File: src/logic/aie_consts.vh
// Constants for the converter interrupt-enable bank.
// Assumes inclusion by the bank's design and verification files.
`ifndef AIE_CONSTS_VH
`define AIE_CONSTS_VH

// ----------------------------------------
// Register byte offsets
// ----------------------------------------
`define AIE_OFF_DIRECT    12'h300
`define AIE_OFF_SET       12'h304
`define AIE_OFF_CLEAR     12'h308
`define AIE_OFF_EVENTS    12'h30c
`define AIE_OFF_LIMIT_BASE 12'h310

// ----------------------------------------
// Field layout and reset values
// ----------------------------------------
`define AIE_NUM_EVENTS    22
`define AIE_BIT_STARTED   0
`define AIE_BIT_BUFEND    1
`define AIE_BIT_CONVDONE  2
`define AIE_BIT_RESULT    3
`define AIE_BIT_CALDONE   4
`define AIE_BIT_STOPPED   5
`define AIE_BIT_LIMIT0    6
`define AIE_NUM_CHANNELS  8
`define AIE_RESULT_W      16
`define AIE_ENABLE_RESET  22'h000000
`define AIE_LIMIT_RESET   32'h7fff8000
`define AIE_RESP_OKAY     2'b00
`define AIE_RESP_SLVERR   2'b10

`endif

File: src/logic/aie_limit_check.v
// Limit comparator for one converter channel.
// Assumes a signed result and a strobe that marks each new result.
`timescale 1ns/1ps
`default_nettype none
`include "aie_consts.vh"

module aie_limit_check
(
  // Clock and reset
  input  wire                       clk,
  input  wire                       reset_n,
  // Result strobe
  input  wire                       resultValid,
  input  wire [`AIE_RESULT_W-1:0]   resultValue,
  // Limits
  input  wire [`AIE_RESULT_W-1:0]   limitHigh,
  input  wire [`AIE_RESULT_W-1:0]   limitLow,
  // Event pulses
  output reg                        highEvent,
  output reg                        lowEvent
);

  // Compare on each new result; signed since results may be negative
  always @(posedge clk or negedge reset_n)
  begin
    if (!reset_n)
    begin
      highEvent <= 1'b0;
      lowEvent  <= 1'b0;
    end
    else
    begin
      highEvent <= resultValid && ($signed(resultValue) >= $signed(limitHigh));
      lowEvent  <= resultValid && ($signed(resultValue) <= $signed(limitLow));
    end
  end

endmodule
`default_nettype wire

File: src/logic/aie_enable_bank.v
// Interrupt-enable bank of the converter peripheral with AXI4-Lite slave.
// Assumes event pulses synchronous to clk from the converter sequencer.
// Assumes one write and one read outstanding; later requests wait.
// Limit registers are extra: channel windows for the limit events.
//
// Register access over AXI4-Lite was chosen for this implementation.
`timescale 1ns/1ps
`default_nettype none
`include "aie_consts.vh"

module aie_enable_bank
(
  // Clock and reset
  input  wire                         clk,
  input  wire                         reset_n,
  // AXI4-Lite write address
  input  wire [11:0]                  s_axi_awaddr,
  input  wire                         s_axi_awvalid,
  output reg                          s_axi_awready,
  // AXI4-Lite write data
  input  wire [31:0]                  s_axi_wdata,
  input  wire [3:0]                   s_axi_wstrb,
  input  wire                         s_axi_wvalid,
  output reg                          s_axi_wready,
  // AXI4-Lite write response
  output reg  [1:0]                   s_axi_bresp,
  output reg                          s_axi_bvalid,
  input  wire                         s_axi_bready,
  // AXI4-Lite read address
  input  wire [11:0]                  s_axi_araddr,
  input  wire                         s_axi_arvalid,
  output reg                          s_axi_arready,
  // AXI4-Lite read data
  output reg  [31:0]                  s_axi_rdata,
  output reg  [1:0]                   s_axi_rresp,
  output reg                          s_axi_rvalid,
  input  wire                         s_axi_rready,
  // Sequencing event pulses
  input  wire                         startedEvent,
  input  wire                         bufferEndEvent,
  input  wire                         conversionDoneEvent,
  input  wire                         resultReadyEvent,
  input  wire                         calibrationCompleteEvent,
  input  wire                         stoppedEvent,
  // Channel results for limit monitoring
  input  wire                         resultValid,
  input  wire [2:0]                   resultChannel,
  input  wire [`AIE_RESULT_W-1:0]     resultValue,
  // Interrupt request
  output reg                          irq
);

  // ----------------------------------------
  // Declarations
  // ----------------------------------------
  localparam N = `AIE_NUM_EVENTS;
  localparam NCH = `AIE_NUM_CHANNELS;

  // Enable, flag and limit state
  reg  [N-1:0]            irqEnableDirect_reg;
  reg  [N-1:0]            irqEnableDirect_next;
  reg  [N-1:0]            eventFlag_reg;
  reg  [N-1:0]            eventFlag_next;
  reg  [31:0]             limit_reg [0:NCH-1];
  // Write channel holding registers
  reg  [11:0]             awAddr_reg;
  reg                     awHave_reg;
  reg  [31:0]             wData_reg;
  reg  [3:0]              wStrb_reg;
  reg                     wHave_reg;
  // Combinational helpers
  wire [N-1:0]            eventPulse;
  wire [2*NCH-1:0]        limitPulse;
  wire [NCH-1:0]          chanSelect;
  wire [31:0]             directMerged;
  wire [3:0]              limitWrIdx;
  wire [3:0]              limitRdIdx;
  wire                    doWrite;
  wire [31:0]             wMasked;
  reg  [31:0]             readData;
  reg                     readOk;
  integer                 i;

  // Merge byte-lane strobes into a bit mask over old data
  // Lanes left low keep the old bits, so partial writes are safe
  function [31:0] apply_strobe;
    input [31:0] oldVal;
    input [31:0] newVal;
    input [3:0]  strb;
    integer k;
    begin
      for (k = 0; k < 4; k = k + 1)
        apply_strobe[8*k +: 8] = strb[k] ? newVal[8*k +: 8] : oldVal[8*k +: 8];
    end
  endfunction

  // Index of a limit register, or NCH when the address is not one
  // Index counted from the block base; raw address bits would rotate channels
  function [3:0] limit_index;
    input [11:0] addr;
    reg   [11:0] offset;
    begin
      offset = addr - `AIE_OFF_LIMIT_BASE;
      if (addr >= `AIE_OFF_LIMIT_BASE && addr < `AIE_OFF_LIMIT_BASE + 12'h020
          && addr[1:0] == 2'b00)
        limit_index = {1'b0, offset[4:2]};
      else
        limit_index = 4'h8;
    end
  endfunction

  // True for every address that answers OKAY; the rest get SLVERR
  function is_mapped;
    input [11:0] addr;
    begin
      case (addr)
        `AIE_OFF_DIRECT, `AIE_OFF_SET, `AIE_OFF_CLEAR, `AIE_OFF_EVENTS:
          is_mapped = 1'b1;
        default:
          is_mapped = (limit_index(addr) < NCH);
      endcase
    end
  endfunction

  // ----------------------------------------
  // Limit comparators, one per channel
  // ----------------------------------------
  // One-hot channel select; a shift avoids comparing a 3-bit field to a genvar
  assign chanSelect = {{(NCH-1){1'b0}}, 1'b1} << resultChannel;

  genvar g;
  generate
    for (g = 0; g < NCH; g = g + 1)
    begin : gen_limit
      // Each comparator sees every result but acts only on its own strobe
      aie_limit_check u_limit
      (
        .clk         (clk),
        .reset_n     (reset_n),
        .resultValid (resultValid && chanSelect[g]),
        .resultValue (resultValue),
        .limitHigh   (limit_reg[g][31:16]),
        .limitLow    (limit_reg[g][15:0]),
        .highEvent   (limitPulse[2*g]),
        .lowEvent    (limitPulse[2*g+1])
      );
    end
  endgenerate

  // Event vector layout
  // Limit pulses fill bits 6 up, high before low for each channel
  assign eventPulse[`AIE_BIT_STARTED]  = startedEvent;
  assign eventPulse[`AIE_BIT_BUFEND]   = bufferEndEvent;
  assign eventPulse[`AIE_BIT_CONVDONE] = conversionDoneEvent;
  assign eventPulse[`AIE_BIT_RESULT]   = resultReadyEvent;
  assign eventPulse[`AIE_BIT_CALDONE]  = calibrationCompleteEvent;
  assign eventPulse[`AIE_BIT_STOPPED]  = stoppedEvent;
  assign eventPulse[N-1:`AIE_BIT_LIMIT0] = limitPulse;

  // ----------------------------------------
  // Write channel
  // ----------------------------------------
  // A write commits only once the previous response has been taken
  assign doWrite = awHave_reg && wHave_reg && !s_axi_bvalid;
  assign wMasked = apply_strobe(32'h00000000, wData_reg, wStrb_reg);
  assign directMerged = apply_strobe({10'h000, irqEnableDirect_reg}, wData_reg, wStrb_reg);
  assign limitWrIdx = limit_index(awAddr_reg);

  // Address and data taken independently, in either order
  // A second address waits until the held one has been committed
  always @(posedge clk or negedge reset_n)
  begin
    if (!reset_n)
    begin
      awHave_reg    <= 1'b0;
      wHave_reg     <= 1'b0;
      awAddr_reg    <= 12'h000;
      wData_reg     <= 32'h00000000;
      wStrb_reg     <= 4'h0;
      s_axi_awready <= 1'b0;
      s_axi_wready  <= 1'b0;
      s_axi_bvalid  <= 1'b0;
      s_axi_bresp   <= `AIE_RESP_OKAY;
    end
    else
    begin
      s_axi_awready <= 1'b0;
      s_axi_wready  <= 1'b0;
      if (s_axi_awvalid && !awHave_reg && !s_axi_awready)
      begin
        s_axi_awready <= 1'b1;
        awHave_reg    <= 1'b1;
        awAddr_reg    <= s_axi_awaddr;
      end
      if (s_axi_wvalid && !wHave_reg && !s_axi_wready)
      begin
        s_axi_wready <= 1'b1;
        wHave_reg    <= 1'b1;
        wData_reg    <= s_axi_wdata;
        wStrb_reg    <= s_axi_wstrb;
      end
      if (doWrite)
      begin
        awHave_reg   <= 1'b0;
        wHave_reg    <= 1'b0;
        s_axi_bvalid <= 1'b1;
        // Unmapped addresses answer SLVERR and change nothing
        s_axi_bresp  <= is_mapped(awAddr_reg) ? `AIE_RESP_OKAY : `AIE_RESP_SLVERR;
      end
      else if (s_axi_bvalid && s_axi_bready)
        s_axi_bvalid <= 1'b0;
    end
  end

  // ----------------------------------------
  // Enable and event flag registers
  // ----------------------------------------
  // Next enables from the three views; zero bits leave enables alone in the set and clear views
  always @*
  begin
    irqEnableDirect_next = irqEnableDirect_reg;
    if (doWrite)
    begin
      case (awAddr_reg)
        `AIE_OFF_DIRECT:
          irqEnableDirect_next = directMerged[N-1:0];
        `AIE_OFF_SET:
          irqEnableDirect_next = irqEnableDirect_reg | wMasked[N-1:0];
        `AIE_OFF_CLEAR:
          irqEnableDirect_next = irqEnableDirect_reg & ~wMasked[N-1:0];
        default:
          irqEnableDirect_next = irqEnableDirect_reg;
      endcase
    end
  end

  // Sticky flags: an arriving event wins over a same-cycle write-one clear
  // so software never loses an event that lands while it clears the flags
  always @*
  begin
    eventFlag_next = eventFlag_reg;
    if (doWrite && awAddr_reg == `AIE_OFF_EVENTS)
      eventFlag_next = eventFlag_reg & ~wMasked[N-1:0];
    eventFlag_next = eventFlag_next | eventPulse;
  end

  // Enable, flag and limit storage
  // Limits reset to the ends of the signed range, the widest window
  always @(posedge clk or negedge reset_n)
  begin
    if (!reset_n)
    begin
      irqEnableDirect_reg <= `AIE_ENABLE_RESET;
      eventFlag_reg       <= {N{1'b0}};
      for (i = 0; i < NCH; i = i + 1)
        limit_reg[i] <= `AIE_LIMIT_RESET;
    end
    else
    begin
      irqEnableDirect_reg <= irqEnableDirect_next;
      eventFlag_reg       <= eventFlag_next;
      if (doWrite && limitWrIdx < NCH)
        limit_reg[limitWrIdx[2:0]] <=
          apply_strobe(limit_reg[limitWrIdx[2:0]], wData_reg, wStrb_reg);
    end
  end

  // ----------------------------------------
  // Interrupt output
  // ----------------------------------------
  // Registered so the output comes straight from a flip-flop
  // Taken from next-state values so it moves in step with flags and enables
  always @(posedge clk or negedge reset_n)
  begin
    if (!reset_n)
      irq <= 1'b0;
    else
      irq <= |(eventFlag_next & irqEnableDirect_next);
  end

  // ----------------------------------------
  // Read channel
  // ----------------------------------------
  // Limit register index for the address on offer
  assign limitRdIdx = limit_index(s_axi_araddr);

  // Read decode; all three enable views return the same state
  always @*
  begin
    readData = 32'h00000000;
    readOk   = 1'b1;
    case (s_axi_araddr)
      `AIE_OFF_DIRECT: readData = {10'h000, irqEnableDirect_reg};
      `AIE_OFF_SET:    readData = {10'h000, irqEnableDirect_reg};
      `AIE_OFF_CLEAR:  readData = {10'h000, irqEnableDirect_reg};
      `AIE_OFF_EVENTS: readData = {10'h000, eventFlag_reg};
      default:
      begin
        if (limitRdIdx < NCH)
          readData = limit_reg[limitRdIdx[2:0]];
        else
          readOk = 1'b0;
      end
    endcase
  end

  // One read at a time; address accepted and data returned next cycle
  // Data is latched with the address, so a later enable write cannot tear it
  always @(posedge clk or negedge reset_n)
  begin
    if (!reset_n)
    begin
      s_axi_arready <= 1'b0;
      s_axi_rvalid  <= 1'b0;
      s_axi_rdata   <= 32'h00000000;
      s_axi_rresp   <= `AIE_RESP_OKAY;
    end
    else
    begin
      s_axi_arready <= 1'b0;
      if (s_axi_arvalid && !s_axi_arready && !s_axi_rvalid)
      begin
        s_axi_arready <= 1'b1;
        s_axi_rvalid  <= 1'b1;
        s_axi_rdata   <= readData;
        s_axi_rresp   <= readOk ? `AIE_RESP_OKAY : `AIE_RESP_SLVERR;
      end
      else if (s_axi_rvalid && s_axi_rready)
        s_axi_rvalid <= 1'b0;
    end
  end

endmodule
`default_nettype wire

File: config.mk
export PLATFORM = sky130hd
export DESIGN_NAME = aie_enable_bank
export DESIGN_NICKNAME = d
export VERILOG_FILES = /design/src/logic/aie_limit_check.v /design/src/logic/aie_enable_bank.v
export VERILOG_INCLUDE_DIRS = /design/src /design/src/logic
export SDC_FILE = /design/constraint.sdc
export NUM_CORES = 1
export LEC_CHECK = 0
export BUFFER_PORTS_ARGS = -buffer_cell sky130_fd_sc_hd__buf_2
export CAP_MARGIN = 10
export CORE_MARGIN = 1
export CORE_UTILIZATION = 30
export DETAILED_ROUTE_END_ITERATION = 7
export HOLD_SLACK_MARGIN = 0.12
export PLACE_DENSITY = 0.56
export SYNTH_ARGS = -nofsm -noshare
export SYNTH_HDL_FRONTEND = slang
export SYNTH_SLANG_ARGS = --single-unit
File: constraint.sdc
create_clock -name clk -period 2.6 [get_ports clk]
set_input_delay 0.52 -clock clk [delete_from_list [all_inputs] [get_ports clk]]
set_output_delay 0.52 -clock clk [all_outputs]
set_load 0.03 [all_outputs]
=== Word level (Yosys, flattened, before mapping) ===
Cells that the tools add are included.

* Register bits: 408
* Bits of input ports: 93
* Output and inout bits: 42
* Word-level logic and storage cells: 188

* Add/subtract/negate cells: 2
* $lt $le $gt $ge: 26
* Equality and inequality tests: 8
* Shifts and indexed selects: 1
* Mux-type cells: 45
* Bitwise gates (word level): 8
* Reduce and logical (&&, ||, !) cells: 58

{| class="wikitable"
|+ Operators with widths
! cell !! count
|-
| $bwmux W256 || 1
|-
| $bmux W32 S3 || 2
|-
| $mux W32 || 6
|-
| $ge A16 B16 Y1 || 8
|-
| $le A16 B16 Y1 || 8
|-
| $demux W32 S3 || 1
|-
| $eq A12 B10 Y1 const B || 8
|-
| $and A22 B22 Y22 || 3
|-
| $pmux W22 S3 || 1
|-
| $mux W8 || 8
|-
| $pmux W32 S2 || 1
|-
| $mux W22 || 2
|-
| $or A22 B22 Y22 || 2
|-
| $logic_and A1 B1 Y1 || 41
|-
| $ge A12 B10 Y1 const B || 2
|-
| $lt A12 B10 Y1 const B || 2
|-
| $not A22 Y22 || 1
|-
| $reduce_or A22 Y1 || 1
|-
| $mux W4 || 4
|-
| $mux W1 || 15
|-
| $lt A4 B4 Y1 const B || 3
|-
| $mux W6 || 2
|-
| $sub A5 B5 Y5 const B || 2
|-
| $ge A4 B4 Y1 const B || 2
|-
| other kinds (9) || 22
|}

=== Depth between registers and ports, before layout ===
* Depth after elaboration: 10
* Gate-level depth with buffers: 12
* Mapped depth without buffers: 10

=== Modules after synthesis ===
From an unflattened synthesis, not the netlist that was laid out.

* Cell total of the unflattened synthesis: 2720
* Area total of the unflattened synthesis: 26390.3 sq um

{| class="wikitable"
|+ By module, submodules not included
! module !! instances !! cells an instance !! area an instance (sq um) !! seq. area each (sq um)
|-
| aie_enable_bank || 1 || 1790 || 19367.3 || 9919.5
|-
| aie_limit_check (gen_limit[2].u_limit ...) || 6 || 116 || 877.1 || 50.0
|-
| aie_limit_check (gen_limit[1].u_limit) || 1 || 119 || 885.8 || 50.0
|-
| aie_limit_check (gen_limit[0].u_limit) || 1 || 115 || 874.6 || 50.0
|}

=== Worst setup path before layout ===
No wires, ideal clock.

* Path type: input -> register
* Start point: input port s_axi_araddr[1]
* End point: register s_axi_rdata[26]
* Setup time: 0.126 ns
* Arrival: 2.510 ns
* Required time: 2.474 ns
* Path slack: -0.036 ns
* Cell stages on the path: 8
* Buffers on the path: 2
* Cells stage by stage: nor4_1 nand4_1 nor2_1 and2_1 buf_4 buf_4 mux4_2 a221o_1

* Word-level cells in the longest chain between the ends: 10
* Elaborated cells between the ends (all ways): 19
* Those cells by class: add/sub (1); order compare (3); eq/ne (4); mux (6); bitwise (1); reduce/logical (4)

{| class="wikitable"
|+ Ends and longest elaborated chain
! what !! line !! source
|-
| start: declaration || aie_enable_bank.v:30 || <nowiki>input wire [11:0] s_axi_araddr,</nowiki>
|-
| $ge A12 B10 Y1 (no source line) / $lt A12 B10 Y1 (equally long branches) || n/a ||
|-
| $logic_and A1 B1 Y1 (2 in series) || aie_enable_bank.v:104 || <nowiki>if (addr >= `AIE_OFF_LIMIT_BASE && addr < `AIE_OFF_LIMIT_BASE + 12'h020</nowiki>
|-
| $mux W4 || aie_enable_bank.v:104 ||
|-
| $not A3 Y4 (not written as such) || aie_enable_bank.v:300 || <nowiki>readData = limit_reg[limitRdIdx[2:0]];</nowiki>
|-
| $bmux W32 S3 || aie_enable_bank.v:300 ||
|-
| $mux W32 (not written as such) (2 in series) || aie_enable_bank.v:300 ||
|-
| $mux W32 || aie_enable_bank.v:299 || <nowiki>if (limitRdIdx < NCH)</nowiki>
|-
| $pmux W32 S2 (*) || aie_enable_bank.v:292 || <nowiki>case (s_axi_araddr)</nowiki>
|-
| end signal: assignment || aie_enable_bank.v:325 || <nowiki>s_axi_rdata <= readData;</nowiki>
|-
| end: declaration || aie_enable_bank.v:34 || <nowiki>output reg [31:0] s_axi_rdata,</nowiki>
|}

Every way passes the cells marked *; elsewhere a longest branch is shown, timed or not. The select of a mux whose other input is x is not followed.
A chain may end at the register's enable or synchronous reset.

=== Worst setup path in the final report ===
* Start point: register awAddr_reg[10]
* End point: register limit_reg[179] in the netlist's numbering

* Word-level cells in the longest chain between the ends: 10
* Elaborated cells between the ends (all ways): 18
* Those cells by class: order compare (5); mux (8); bitwise (1); reduce/logical (4)

{| class="wikitable"
|+ Ends and longest elaborated chain
! what !! line !! source
|-
| start: declaration || aie_enable_bank.v:66 || <nowiki>reg [11:0] awAddr_reg;</nowiki>
|-
| start signal: assignment || aie_enable_bank.v:193 || <nowiki>awAddr_reg <= s_axi_awaddr;</nowiki>
|-
| $ge A12 B10 Y1 (no source line) / $lt A12 B10 Y1 (equally long branches) || n/a ||
|-
| $logic_and A1 B1 Y1 (*) (2 in series) || aie_enable_bank.v:104 ||
|-
| $mux W4 (*) || aie_enable_bank.v:104 ||
|-
| $not A3 Y4 (not written as such) || aie_enable_bank.v:263, aie_enable_bank.v:264 ||
|-
| $ge A4 B4 Y1 (not written as such), or another cell as far along || aie_enable_bank.v:263 || <nowiki>limit_reg[limitWrIdx[2:0]] <=</nowiki>
|-
| $logic_and A1 B1 Y1 (not written as such) / $mux W32 (equally long branches) || aie_enable_bank.v:263, aie_enable_bank.v:264 ||
|-
| $mux W32, on equally long branches || aie_enable_bank.v:263, aie_enable_bank.v:264 ||
|-
| $demux W32 S3 / $mux W8 (equally long branches) || aie_enable_bank.v:263, aie_enable_bank.v:93 ||
|-
| $bwmux W256 || aie_enable_bank.v:263 ||
|-
| end signal: indexed assignment || aie_enable_bank.v:256 || <nowiki>limit_reg[i] <= `AIE_LIMIT_RESET;</nowiki>
|-
| end signal: indexed assignment || aie_enable_bank.v:263 ||
|-
| end: declaration || aie_enable_bank.v:64 || <nowiki>reg [31:0] limit_reg [0:NCH-1];</nowiki>
|}

Marks and branches as above.

==> impl_results.md <==
* Outcome: finished, violations left
* Failing checks: setup timing
* Via Count at 24100
* Mapped Area at 25900 µm²
* Die area at 87500 µm²
* Grt total ovfl at 0
* DRT antenna net count at 0
* DR DRC count at 0
* Post-synthesis mux area share at 0.101
* Post-synth ARST share at 1.00
* Design area at 33700 µm²
* Final worst-path cycle share at 1.08
* WP data arrival at 3360 ps
* Worst setup margin at -219 ps
* CTS Buffer Depth at 3
* Post-DP HPWL at 79.9 mm
* Root Driver: clkbuf_16
* Hold depth at 2
* Main combinational cell family by area after synthesis: compound AO/OA/AOI/OAI gates
* Fill cells at 8438
* NumNets Final at 3504
* Highest Clock Rate at 355 MHz
* Final Max Slew Viols at 0
* First-pass GRT wire length at 158 mm
* Number of flops mapped to enable cells by yosys at 0
* Layout cells sized above 1 at 0.309
* CP endpoint kind: register
* Overall routing resource usage at 0.245
* Crit path kind: reg2reg
* Max reg flops at 256
* Starting Density at 0.304
* Row count at 107
* RD Place Congestion at 1.00
* Critical path origin: awAddr_reg[10]$_DFFE_PN0P_
* Clock Sinks at 406
* Cell mode on critical path: buf_6
* # port buffers at 132
* TritonCTS clock tree: yes
* Yosys warning total at 0
* Ranking of synthesized cells by area: dfrtp_1, dfstp_2, ha_1
* Crit-path leading delay family: simple AND/OR/NAND/NOR gates
* Worst Skew at 34.5 ps
* CP max FO at 8
* Reg2Reg Launch Point: awAddr_reg[10]$_DFFE_PN0P_
* Clock transition at path regs at 60 ps
* Yosys cell types at 70
* Startpoint types: register
* Initial antenna violation count at 4
* Vias per std cell at 5.57
* Post-DP Area at 30100 µm²
* Synthesis-to-layout area growth at 30.1%
* Drt total wl at 111 mm
* FF-to-FF path depth at 14
* Pin count of the biggest net entering global routing at 59
* Min cycle time layout at 2820 ps
* Crit-path cells: buf_4 -> or4bb_4 -> nor2_4 -> buf_6 -> buf_4 -> buf_6 -> nand3_4 -> buf_12 -> buf_16 -> o22ai_1 -> or3_1 -> o21ai_2 -> buf_6 -> o21ai_2
* Synth Flop Type: dfrtp_1
* Critical path data required time at 3140 ps
* Rel. slew slack at 0.265
* Core ar. at 85300 µm²
* Detailed Routing Iterations Pass 1 at 5
* WHS Endpoint: awAddr_reg[0]$_DFFE_PN0P_
* Crit-path max cell delay at 540 ps
* Die H at 296 µm
* Synth Area in Simple Gates at 0.116
* CP bufs+invs at 7
* Pwr dens at 644 nW/µm²
* Place WS at -357 ps
* Vias in the first global route at 22900
* Share of the synthesized area in the top cell type at 0.269
* # diodes at 0
* Slack of the worst reg-to-reg path at -220 ps
* Static Leak at 13.6 nW
* Mapped Cells at 2801
* IO Count at 135
* Worst Max-Slew Pin Slew at 1100 ps
* Worst flop-to-flop path endpoint: limit_reg[179]$_DFFE_PN1P_
* Hold Crit Start: s_axi_awaddr[0]
* Fin. Hold Viols at 0
* Initial DRC Count at 2395
* CTS buffer count at 46
* #FFs+latches synth at 406
* Post-synthesis compound-gate area fraction at 0.198
* Post-synthesis sequential area ratio at 0.398
* Finish-stage setup viols at 170
* Avg Inst Size Synth at 9.25 µm²
* Synth Area in Adders at 0.124
* Chip Width at 296 µm
* Worst Hold Class: in2reg
* RSZ-0062 raised after global routing: yes
* Post-Synth XOR/XNOR Area at 0.000676
* Largest area contributor in the netlist: dfrtp_1
* Peak supply drop at 0.500 mV
* Clk Latency, worst-skew pair at 610 ps
* Max-Cap Viols at 0
* Htree depth at 2
* Routed wire length per instance at 25.6 µm
* Worst path slowest cell: or4bb_4
[through the flow]
step / total power [mW] / instances / hold slack [ps] / util / TNS, ps
floorplan: 10.8 / 2802 / 224 / - / 0
global placement: 13.9 / 4207 / 475 / 0.353 / -1700
detailed placement: 14.0 / 4207 / 481 / 0.353 / -2720
CTS: 21.0 / 4317 / 123 / 0.380 / -15700
global route: 22.5 / 4333 / 129 / 0.395 / -37530
finish: 21.7 / 4333 / 141 / 0.395 / -24030
[how the worst max path moves through the flow]
stage	end	slack, ps	depth (start not counted)
floorplan	s_axi_rdata[26]$_DFFE_PN0P_	20	8
global placement	irq$_DFF_PN0_	-290	11
detailed placement	irq$_DFF_PN0_	-360	11
CTS	irq$_DFF_PN0_	-250	11
global route	irq$_DFF_PN0_	-350	11
finish	limit_reg[179]$_DFFE_PN1P_	-220	14
[cell usage in the layout, fill, tap and decap left out, types with 23 or more instances in the layout]
| master | Yosys | layout |
|---|---|---|
| o22ai_1 | 60 | 23 |
| mux2i_1 | 186 | 168 |
| buf_2 | 17 | 130 |
| o21ai_2 | 0 | 147 |
| nor2_1 | 75 | 68 |
| dfrtp_1 | 278 | 277 |
| nor2b_1 | 32 | 32 |
| buf_6 | 1 | 27 |
| nand2b_1 | 31 | 31 |
| clkbuf_16 | 0 | 53 |
| ha_1 | 256 | 256 |
| a221o_1 | 33 | 33 |
| o21ai_1 | 37 | 77 |
| nand4_1 | 51 | 51 |
| o21ai_0 | 357 | 170 |
| o22ai_2 | 1 | 27 |
| dfstp_2 | 128 | 128 |
| buf_12 | 0 | 48 |
| buf_4 | 7 | 231 |
| a221oi_1 | 58 | 58 |
| nand2_1 | 367 | 358 |
| inv_1 | 263 | 263 |
| a21oi_1 | 111 | 100 |
| a21o_1 | 41 | 40 |
| mux2_2 | 48 | 48 |
[logic make-up after synthesis]
logic type / after synthesis
AOI/OAI and AO/OA: 826
xor gates and xnor gates: 2
adders and majority gates: 256
buffers and inverters: 414
DFF: 406
muxes: 244
other: 1
and+or+nand+nor: 652
[power by group]
| group | switching (mW) | leakage (nW) | total [mW] | internal, mW |
|---|---|---|---|---|
| sequential | 1.06 | 4.94 | 8.11 | 7.04 |
| combinational | 4.17 | 7.93 | 6.89 | 2.72 |
| clock | 2.90 | 0.749 | 6.72 | 3.83 |
| total | 8.13 | 13.6 | 21.7 | 13.6 |
[cell type report]
| cell class | count | area [µm²] | area share |
|---|---|---|---|
| sequential | 406 | 10300 | 0.306 |
| tap | 1144 | 1430 | 0.0425 |
| inverter | 264 | 991 | 0.0294 |
| clock inverter | 14 | 145 | 0.00431 |
| clock buffer | 68 | 1360 | 0.0405 |
| multi-input combinational | 1982 | 15400 | 0.456 |
| timing repair buffer | 455 | 4070 | 0.121 |
[per-layer routing]
| layer | routed length (µm) | global-route usage | part of all wire | up-vias |
|---|---|---|---|---|
| met5 | 40 | 0 | 0.00036 | - |
| met1 | 48000 | 0.341 | 0.43 | 12000 |
| met2 | 48900 | 0.378 | 0.44 | 1082 |
| met3 | 9260 | 0.0443 | 0.083 | 254 |
| li1 | - | - | - | 10800 |
| met4 | 4800 | 0.0881 | 0.043 | 6 |
[timing repair]
action,4_1_cts,5_1_grt
setup buffers,19,13
resized for setup,228,282
pin swaps,106,67
hold buffers,3,0
cloned,6,7
hold endpoints to repair,33,0
endpoints found under the setup margin,72,248
[cells in the mapped netlist, types with 3 or more instances]
cell type,instances
o32a_1,22
nor2_1,75
a211oi_1,21
dfstp_2,128
or3_1,19
nand2_1,367
buf_1,8
and4_1,6
clkbuf_1,116
nor4_1,10
a221o_1,33
mux2_2,48
dfrtp_1,278
nand4_1,51
a221oi_1,58
a21o_1,41
nand3b_1,3
o211ai_1,18
o22ai_1,60
o21ai_1,37
ha_1,256
nand2b_1,31
buf_2,17
a21oi_1,111
a211o_1,3
o21a_1,17
nand3_1,19
inv_1,263
a22oi_1,6
a22o_1,5
mux4_2,10
o21ai_0,357
nor3_1,16
or2_2,3
buf_4,7
nor2b_1,32
mux2i_1,186
o221ai_1,9
and3_1,3
a311oi_1,10
a31oi_1,3
Power figures use the tool's default switching activity.
